## src/verilog/cbx_defines.svh

```systemverilog
// constants for the conditional branch execution block
`ifndef CBX_DEFINES_SVH
`define CBX_DEFINES_SVH
`define CBX_OP_CARRY_SET   8'h40
`define CBX_OP_CARRY_CLEAR 8'h50
`define CBX_OP_BIT_CLEAR   8'h30
`define CBX_OP_INDIRECT    8'h73
`define CBX_LEN_ONE        16'h0001
`define CBX_LEN_TWO        16'h0002
`define CBX_LEN_THREE      16'h0003
`define CBX_CYCLES         2'h2
`define CBX_SIGN_BIT       7
`define CBX_PC_RESET       16'h0000
`endif

```

## src/verilog/cbx_pkg.sv

```systemverilog
// types shared by the conditional branch execution block
package cbx_pkg;
  typedef struct packed {
    logic [7:0]  opcode;
    logic [7:0]  byte2;
    logic [7:0]  byte3;
    logic [15:0] pc;
  } cbx_instr_s;
  typedef struct packed {
    logic [7:0]  acc;
    logic [15:0] dataPointer16;
    logic        carry;
    logic        testBit;
  } cbx_operand_s;
  typedef enum logic [2:0] {
    CBX_IDLE = 3'b001,
    CBX_EXEC = 3'b010,
    CBX_DONE = 3'b100
  } cbx_state_e;
endpackage : cbx_pkg

```

## src/verilog/cbx_branch_exec.sv

```systemverilog
// execution of the carry, bit-clear and indirect branches
`include "cbx_defines.svh"
module cbx_branch_exec (
  input  wire logic                 clk,
  input  wire logic                 sys_rst,
  input  wire logic                 start,
  input  wire cbx_pkg::cbx_instr_s  instr,
  input  wire cbx_pkg::cbx_operand_s operand,
  output logic                      busy,
  output logic                      done,
  output logic                      recognized,
  output logic                      taken,
  output logic                      pcWrite,
  output logic      [15:0]          pcOut,
  output logic      [7:0]           bitAddr,
  output logic                      bitRead,
  output logic      [1:0]           instrBytes
);
  import cbx_pkg::*;

  // ----------------------------------------
  // decode
  // ----------------------------------------
  cbx_state_e  state;
  cbx_state_e  next_state;
  cbx_instr_s  held;
  cbx_operand_s heldOp;
  logic        isCarrySet;
  logic        isCarryClear;
  logic        isBitClear;
  logic        isIndirect;
  logic        known;
  logic [15:0] length;
  logic [7:0]  displacement;
  logic [15:0] nextPc;
  logic [15:0] branchPc;
  logic        cond;
  logic [1:0]  cycleCount;

  assign isCarrySet   = held.opcode == `CBX_OP_CARRY_SET;
  assign isCarryClear = held.opcode == `CBX_OP_CARRY_CLEAR;
  assign isBitClear   = held.opcode == `CBX_OP_BIT_CLEAR;
  assign isIndirect   = held.opcode == `CBX_OP_INDIRECT;
  assign known        = isCarrySet | isCarryClear | isBitClear | isIndirect;

  always_comb begin
    length       = `CBX_LEN_TWO;
    displacement = held.byte2;
    if (isBitClear) begin
      length       = `CBX_LEN_THREE;
      displacement = held.byte3;
    end else if (isIndirect) begin
      length = `CBX_LEN_ONE;
    end
  end

  cbx_target_calc cbx_target_calc_i (
    .base        (held.pc),
    .length      (length),
    .displacement(displacement),
    .nextPc      (nextPc),
    .branchPc    (branchPc)
  );

  always_comb begin
    cond = 1'b0;
    if (isCarrySet) begin
      cond = heldOp.carry;
    end else if (isCarryClear) begin
      cond = ~heldOp.carry;
    end else if (isBitClear) begin
      cond = ~heldOp.testBit;
    end else if (isIndirect) begin
      cond = 1'b1;
    end
  end

  // ----------------------------------------
  // sequencing
  // ----------------------------------------
  always_comb begin
    next_state = state;
    case (state)
      CBX_IDLE: begin
        if (start) begin
          next_state = CBX_EXEC;
        end
      end
      CBX_EXEC: begin
        if (cycleCount == `CBX_CYCLES - 2'h1) begin
          next_state = CBX_DONE;
        end
      end
      CBX_DONE: next_state = CBX_IDLE;
      default:  next_state = CBX_IDLE;
    endcase
  end

  always_ff @(posedge clk) begin
    if (sys_rst) begin
      state <= CBX_IDLE;
    end else begin
      state <= next_state;
    end
  end

  always_ff @(posedge clk) begin
    if (sys_rst) begin
      cycleCount <= 2'h0;
    end else if (state == CBX_IDLE) begin
      cycleCount <= 2'h0;
    end else if (state == CBX_EXEC) begin
      cycleCount <= cycleCount + 2'h1;
    end
  end

  // operands are latched so the caller may change them after start
  always_ff @(posedge clk) begin
    if (sys_rst) begin
      held   <= '0;
      heldOp <= '0;
    end else if (state == CBX_IDLE && start) begin
      held   <= instr;
      heldOp <= operand;
    end
  end

  // ----------------------------------------
  // results
  // ----------------------------------------
  // no flag, accumulator, pointer or bit output exists: nothing can be written back
  always_ff @(posedge clk) begin
    if (sys_rst) begin
      pcOut      <= `CBX_PC_RESET;
      taken      <= 1'b0;
      recognized <= 1'b0;
      instrBytes <= 2'h0;
    end else if (state == CBX_EXEC && next_state == CBX_DONE) begin
      recognized <= known;
      taken      <= known & cond;
      instrBytes <= length[1:0];
      if (isIndirect) begin
        pcOut <= {8'h00, heldOp.acc} + heldOp.dataPointer16;
      end else if (known && cond) begin
        pcOut <= branchPc;
      end else begin
        pcOut <= nextPc;
      end
    end
  end

  assign busy    = state != CBX_IDLE;
  assign done    = state == CBX_DONE;
  assign pcWrite = done & recognized;
  assign bitAddr = held.byte2;
  assign bitRead = (state == CBX_EXEC) & isBitClear;

  // ----------------------------------------
  // checks
  // ----------------------------------------
  carry_set_taken_a: assert property (@(posedge clk) disable iff (sys_rst)
    done && held.opcode == `CBX_OP_CARRY_SET && heldOp.carry
    |-> pcOut == held.pc + 16'h0002 + {{8{held.byte2[7]}}, held.byte2})
    else $error("carry-set target wrong");
  carry_clear_taken_a: assert property (@(posedge clk) disable iff (sys_rst)
    done && held.opcode == `CBX_OP_CARRY_CLEAR
    |-> pcOut == (heldOp.carry ? held.pc + 16'h0002
                  : held.pc + 16'h0002 + {{8{held.byte2[7]}}, held.byte2}))
    else $error("carry-clear target wrong");
  bit_clear_target_a: assert property (@(posedge clk) disable iff (sys_rst)
    done && held.opcode == `CBX_OP_BIT_CLEAR
    |-> pcOut == (heldOp.testBit ? held.pc + 16'h0003
                  : held.pc + 16'h0003 + {{8{held.byte3[7]}}, held.byte3}))
    else $error("bit-clear target wrong");
  indirect_sum_a: assert property (@(posedge clk) disable iff (sys_rst)
    done && held.opcode == `CBX_OP_INDIRECT
    |-> pcOut == heldOp.dataPointer16 + {8'h00, heldOp.acc})
    else $error("indirect target wrong");
  exec_two_cycles_a: assert property (@(posedge clk) disable iff (sys_rst)
    state == CBX_IDLE && start |=> busy && !done ##1 !done ##1 done)
    else $error("execution not two cycles");
  carry_set_len_a: assert property (@(posedge clk) disable iff (sys_rst)
    done && held.opcode == `CBX_OP_CARRY_SET && !heldOp.carry |-> pcOut == held.pc + 16'h0002)
    else $error("carry-set fall-through wrong");
  length_code_a: assert property (@(posedge clk) disable iff (sys_rst)
    pcWrite |-> instrBytes == (held.opcode == `CBX_OP_BIT_CLEAR ? 2'h3
                 : held.opcode == `CBX_OP_INDIRECT ? 2'h1 : 2'h2))
    else $error("instruction length wrong");
  bit_read_only_a: assert property (@(posedge clk) disable iff (sys_rst)
    bitRead |-> held.opcode == `CBX_OP_BIT_CLEAR && bitAddr == held.byte2)
    else $error("bit access outside bit-clear branch");
  unknown_no_write_a: assert property (@(posedge clk) disable iff (sys_rst)
    done && !known |-> !pcWrite && !taken)
    else $error("unknown opcode wrote pc");
  carry_set_flag_a: assert property (@(posedge clk) disable iff (sys_rst)
    pcWrite && held.opcode == `CBX_OP_CARRY_SET |-> taken == heldOp.carry)
    else $error("carry-set taken flag wrong");
  carry_clear_flag_a: assert property (@(posedge clk) disable iff (sys_rst)
    pcWrite && held.opcode == `CBX_OP_CARRY_CLEAR |-> taken == !heldOp.carry)
    else $error("carry-clear taken flag wrong");
  bit_clear_flag_a: assert property (@(posedge clk) disable iff (sys_rst)
    pcWrite && held.opcode == `CBX_OP_BIT_CLEAR |-> taken == !heldOp.testBit)
    else $error("bit-clear taken flag wrong");
  indirect_taken_a: assert property (@(posedge clk) disable iff (sys_rst)
    pcWrite && held.opcode == `CBX_OP_INDIRECT |-> taken && instrBytes == 2'h1)
    else $error("indirect jump not taken or wrong length");
  done_one_cycle_a: assert property (@(posedge clk) disable iff (sys_rst)
    done |=> !done && !busy)
    else $error("done longer than one cycle");
  // a start while busy must not reload the latched instruction or its operands
  operands_kept_a: assert property (@(posedge clk) disable iff (sys_rst)
    busy |=> $stable(held) && $stable(heldOp))
    else $error("operands changed while busy");
  bit_read_window_a: assert property (@(posedge clk) disable iff (sys_rst)
    bitRead |-> busy && !done)
    else $error("bit read outside execution");
  // results stay up until the next instruction finishes; the core may read them late
  result_stands_a: assert property (@(posedge clk) disable iff (sys_rst)
    !(state == CBX_EXEC && next_state == CBX_DONE) |=> $stable(pcOut) && $stable(taken) && $stable(recognized))
    else $error("result changed between instructions");

  carry_taken_c:    cover property (@(posedge clk) pcWrite && taken && isCarrySet);
  carry_clear_c:    cover property (@(posedge clk) pcWrite && !taken && isCarryClear);
  bit_clear_back_c: cover property (@(posedge clk) pcWrite && taken && isBitClear && held.byte3[7]);
  indirect_wrap_c:  cover property (@(posedge clk) pcWrite && isIndirect && pcOut < heldOp.dataPointer16);
  unknown_op_c:     cover property (@(posedge clk) done && !recognized);
endmodule : cbx_branch_exec

```

## src/verilog/cbx_target_calc.sv

```systemverilog
// target address arithmetic
`include "cbx_defines.svh"
module cbx_target_calc (
  input  wire logic [15:0] base,
  input  wire logic [15:0] length,
  input  wire logic [7:0]  displacement,
  output logic      [15:0] nextPc,
  output logic      [15:0] branchPc
);
  logic [15:0] signExt;
  // sign extension keeps backward branches correct; sum wraps by width
  assign signExt  = {{8{displacement[`CBX_SIGN_BIT]}}, displacement};
  assign nextPc   = base + length;
  assign branchPc = nextPc + signExt;
endmodule : cbx_target_calc
```

## config.mk

```make
export PLATFORM = sky130hd
export DESIGN_NAME = cbx_branch_exec
export DESIGN_NICKNAME = d
export VERILOG_FILES = /design/src/verilog/cbx_pkg.sv /design/src/verilog/cbx_branch_exec.sv /design/src/verilog/cbx_target_calc.sv
export VERILOG_INCLUDE_DIRS = /design/src /design/src/verilog
export SDC_FILE = /design/constraint.sdc
export NUM_CORES = 1
export LEC_CHECK = 0
export ABC_AREA = 1
export BUFFER_PORTS_ARGS = -buffer_cell sky130_fd_sc_hd__buf_2
export CORE_AREA = 2 2 102 104
export CTS_BUF_LIST = sky130_fd_sc_hd__clkbuf_8 sky130_fd_sc_hd__clkbuf_16
export DETAILED_ROUTE_END_ITERATION = 8
export DIE_AREA = 0 0 104 106
export PLACE_DENSITY_LB_ADDON = 0.12
export SETUP_SLACK_MARGIN = 0.5
export SLEW_MARGIN = 20
export SYNTH_ARGS = -nofsm -noshare
export SYNTH_HDL_FRONTEND = slang
export SYNTH_SLANG_ARGS = --single-unit
```

## constraint.sdc

```tcl
create_clock -name clk -period 4.4 [get_ports clk]
set_input_delay 0.88 -clock clk [delete_from_list [all_inputs] [get_ports clk]]
set_output_delay 0.88 -clock clk [all_outputs]
set_load 0.005 [all_outputs]
```

After elaboration in Yosys (flattened, before gate mapping)
Cells that the tools add are included.

word-level totals
  bits in registers = 91
  input bits = 69

operators by class
  add/subtract/negate cells = 4
  eq/ne operators = 10
  multiplexer cells = 12
  bitwise operators = 8
  reductions and logical operators = 4

operators with widths
  operator                                                          number
  16-bit two-way mux                                                2
  8-bit by 7-bit == test with 1-bit output (second input constant)  3
  16-bit adder                                                      1
  16-bit by 2-bit adder with 16-bit output                          1
  8-bit by 16-bit adder with 16-bit output                          1
  8-bit by 6-bit == test with 1-bit output (second input constant)  1
  8-bit two-way mux                                                 1
  3-bit == test (second input constant)                             2
  3-bit two-way mux                                                 2
  3-bit case mux with 2 select lines                                1
  1-bit two-way mux                                                 4
  2-bit two-way mux                                                 2
  1-bit AND                                                         3
  3-bit by 1-bit == test with 1-bit output (second input constant)  1
  3-bit by 2-bit == test with 1-bit output (second input constant)  1
  1-bit logical AND                                                 3
  3-bit by 1-bit != test with 1-bit output (second input constant)  1
  1-bit OR                                                          3
  2-bit by 1-bit adder with 2-bit output (second input constant)    1
  2-bit by 1-bit == test with 1-bit output (second input constant)  1
  1-bit inverter                                                    2
  2-bit OR reduction                                                1

Depth between registers and ports, before layout
  depth in word-level cells = 8
  gate-level depth with buffers = 28
  mapped depth without buffers = 28

Modules after synthesis
A second synthesis with hierarchy kept.

unflattened totals
  cell total of the unflattened synthesis = 958
  area, all modules = 6244.7 um^2

modules (own cells, without submodules)
  module           times used  cells an instance  area each (um^2)  sequential area each (um^2)
  cbx_branch_exec  1           703                4688.2            1821.7
  cbx_target_calc  1           255                1556.5            0.0

Worst setup path after synthesis
No wires, ideal clock.

  kind = flip-flop to flip-flop
  start = register held[35] (netlist bit)
  end = register pcOut[15]
  arrival time = 3180 ps
  required time = 4291 ps
  setup slack = 1111 ps
  cell stages (with the launch flop) = 25
  period minus slack after synthesis = 3289 ps
  path through = dfxtp_1 inv_1 nand2_1 nor2_1 nand4_1 buf_2 fa_1 nand2_1 nor2_1 inv_1 nor2_1 nand2_1 xor2_1 inv_1 ha_1 a21oi_1 o21ai_0 a211oi_1 nand2_1 nand3_1 nand3_1 nand2_1 nand3_1 nand2_1 inv_1

on the way
  elaborated cells between the ends (all ways) = 19
  classes of those cells = add/sub (2); eq/ne (4); mux (9); bitwise (3); reduce/logical (1)

RTL lines
  what                                                line                    text
  start, declared                                     cbx_branch_exec.sv:26   cbx_instr_s held;
  start signal, assigned                              cbx_branch_exec.sv:123  held <= instr;
  8-bit by 7-bit == test with 1-bit output (no line)  -
  2-bit two-way mux                                   cbx_branch_exec.sv:52   end else if (isIndirect) begin
  2-bit two-way mux *                                 cbx_branch_exec.sv:49   if (isBitClear) begin
  via cbx_target_calc_i.length[1]                     cbx_target_calc.sv:5    input wire logic [15:0] length,
  16-bit by 2-bit adder with 16-bit output *          cbx_target_calc.sv:13   assign nextPc = base + length;
  16-bit adder                                        cbx_target_calc.sv:14   assign branchPc = nextPc + signExt;
  16-bit two-way mux *                                cbx_branch_exec.sv:144  end else if (known && cond) begin
  16-bit two-way mux *                                cbx_branch_exec.sv:142  if (isIndirect) begin
  end signal, assigned                                cbx_branch_exec.sv:143  pcOut <= {8'h00, heldOp.acc} + heldOp.dataPointer16;
  end signal, assigned                                cbx_branch_exec.sv:145  pcOut <= branchPc;
  end signal, assigned                                cbx_branch_exec.sv:147  pcOut <= nextPc;
  end, declared                                       cbx_branch_exec.sv:14   output logic [15:0] pcOut,

The timed path passes the listed nets; every way through them passes the cells marked *.
A chain may end at the register's enable or synchronous reset.

Worst setup path in the final report
  start = register held[39] (netlist bit)
  end = register pcOut[15]

The elaborated chain is that of the path after synthesis.

==> summary.md <==
| Metric | Value |
|---|---|
| Final period utilization | `0.8050` |
| Die ar. | `about 11000 µm²` |
| CTS Buf Count | `9` |
| Worst rel slew slack | `0.4199` |
| Initial drt markers | `190` |
| WL/cell | `approximately 14 µm` |
| CTS clk-pin slew, worst paths | `approximately 0.10 ns` |
| Critical Path Fanout Max | `12` |
| Ant diodes | `0` |
| Clk sinks | `91` |
| F_max | `282.3 MHz` |
| Core Box Area | `10000 µm²` |
| Clock share of power | `0.177` |
| CTS tree | `yes` |
| RSZ-0062 raised after global routing | `true` |
| Leak pwr | `2.944 nW` |
| Post-synthesis sequential area ratio | `0.3383` |
| Syn avg cell area | `6.886 µm²` |
| Antenna viol nets, final | `0` |
| Commonest non-fill, non-tap cell in the layout | `nor2_1` |
| Rows | `37` |
| Outcome | `finished, final reports clean` |
| Hpwl dp | `10.31 mm` |
| Post-synth EDFFs | `0` |
| # Max-Cap Violations | `0` |
| Syn Inst Count | `782` |
| DIE HEIGHT | `106 µm` |
| Worst Slack Setup Final | `0.8582 ns` |
| Post-synthesis cell area | `5385 µm²` |
| CP max stage delay | `about 0.34 ns` |
| Cell Pwr Density | `around 500 nW/µm²` |
| Maximum VDD drop | `265.1 µV` |
| Register area | `1824 µm²` |
| Yosys Warn Count | `0` |
| Vias per cell | `about 5.2` |
| Buf/Inv on CP | `4` |
| Switching power | `approximately 1.3 mW` |
| HP Class | `reg2reg` |
| DRC | `0` |
| Fin. max-slew vios | `0` |
| Largest net degree at the start of global routing | `between 50 and 60` |
| Endpoints failing setup | `0` |
| Routed WL | `13.81 mm` |
| Sw frac | `0.4247` |
| Top cell by count, worst path | `nand2_1` |
| Worst Path Required | `4.69 ns` |
| Synth Flop Type | `dfxtp_1` |
| Comb pwr share | `0.438` |
| Initial antenna violation count | `0` |
| Min cycle time layout | `3.542 ns` |
| Min Hold Slack | `0.4641 ns` |
| Int Pwr | `1.786 mW` |
| First-pass DRT Iterations | `5` |
| Synthesized flop and latch total | `91` |
| Multi-input logic area | `3115 µm²` |
| Final Power | `about 3.1 mW` |
| Clock Latency Late Sink | `0.38 ns` |
| Critical path's top delay family | `simple AND/OR/NAND/NOR gates` |
| Final hold viol count | `0` |
| Clk buf depth | `2` |
| Kind of end point of the critical path | `register` |
| Vias | `roughly 5300` |
| Hold-fix buffers at CTS | `0` |
| Crit path kind | `reg2reg` |
| Worst Skew | `0.01264 ns` |
| First-pass GRT wire length | `between 20 and 25 mm` |
| Routability Congestion | `about 0.91` |
| Area growth syn-to-layout | `14.29%` |
| CP arrival | `3.83 ns` |
| Total track usage | `0.2539` |
| Dpl ws | `between 0.6 and 0.7 ns` |
| Nets | `962` |
| Die W | `104 µm` |
| Most frequent cells in the layout | `nor2_1 (131), nand2_1 (110), o21ai_0 (106), buf_2 (100), dfxtp_1 (89)` |
| Htree depth | `3` |
| Post-synth ARST share | `0` |
| # IOs | `roughly 100` |
| GR Overflow Total | `0` |
| Post-synth cell types | `47` |
| Initial core utilization | `0.5385` |
| FILL cells | `between 900 and 1000` |
| Root buf cell | `clkbuf_8` |
| Critical path launch point type | `register` |
| Flop pwr share | `0.386` |
| Syn Nets | `slightly below 900` |
| TNS Setup | `0 ns` |
| Vias in the first global route | `4906` |
| IO buf count | `100` |
| Fraction of layout cells with a size suffix above 1 | `0.1903` |
| Slew at the pin closest to its max-slew limit | `0.8649 ns` |
| Slowest stage cell on the critical path | `ha_1` |
[routing by layer]
layer	share of wire	global-route usage	vias to the layer above	wire, µm
met2	0.48	0.4323	130	6571
met1	0.46	0.3222	2381	6320
met5	0	0	-	0
li1	-	-	2725	-
met4	0.022	0.08591	0	307
met3	0.044	0.05150	28	608
[Yosys cell counts, types with 6 or more instances]
cell / n / area, µm²
buf_4: 9 / 67.56
o21ai_0: 107 / 535.5
xnor2_1: 9 / 78.83
nand3_1: 35 / 175.2
a21oi_1: 74 / 370.4
nor2_1: 134 / 503.0
mux2_2: 6 / 67.56
ha_1: 28 / 350.3
a31oi_1: 6 / 37.54
nand2_1: 111 / 416.7
xor2_1: 9 / 78.83
clkbuf_1: 23 / 86.33
inv_1: 75 / 281.5
dfxtp_1: 91 / 1822
[power groups by stage]
stage	clock [mW]	combinational, mW	sequential, mW
after detailed placement	0	1.32	1.21
after global placement	0	1.30	1.21
after floorplan	0	0.998	1.18
final	0.549	1.36	1.20
after global routing	0.606	1.55	1.22
after CTS	0.565	1.33	1.20
[worst min-delay path: stages (launching register included)]
cell and delay (ns):
dfxtp_1 0.31, inv_1 0.06, a21oi_1 0.06
[worst paths after layout]
kind         startpoint         to  slack [ns]  cells after the start
max            held[39]  pcOut[15]        0.86                     25
min            held[35]   held[35]        0.46                      2
max reg2reg    held[39]  pcOut[15]        0.86                     25
min reg2reg    held[35]   held[35]        0.46                      2
[cell type report]
class | count | area share
clock buffer | 10 | 0.02236
inverter | 78 | 0.04757
timing repair buffer | 109 | 0.09230
sequential | 91 | 0.2964
tap | 136 | 0.02765
clock inverter | 6 | 0.007522
multi-input combinational | 573 | 0.5062
[through the flow]
stage / util / area [µm²] / std cells
floorplan: - / 5385 / 782
global placement: 0.5871 / 5871 / 983
detailed placement: 0.5871 / 5871 / 983
CTS: 0.6055 / 6055 / 999
global route: 0.6155 / 6155 / 1003
finish: 0.6155 / 6155 / 1003
[kinds of logic (layout without fill, tap and decap cells)]
| group | count (synthesis) | after routing | synth area share |
|---|---|---|---|
| AOI/OAI and AO/OA | 206 | 206 | 0.2005 |
| xor gates and xnor gates | 18 | 18 | 0.02928 |
| adders and majority gates | 31 | 31 | 0.07621 |
| buffers and inverters | 118 | 203 | 0.09619 |
| DFF | 91 | 91 | 0.3383 |
| muxes | 6 | 6 | 0.01255 |
| and+or+nand+nor | 312 | 312 | 0.2470 |
[sequential cells by signal (all words and copies together) (netlist names)]
signal,cells
held,32
cycleCount,2
pcOut,16
heldOp,26
taken,1
instrBytes,2
state,3
bitAddr,8
recognized,1
[timing repair]
action / CTS / global route
buffers inserted: 0 / 4
gates resized for setup: 0 / 16
endpoints found under the setup margin: 0 / 2
Power figures use the tool's default switching activity.
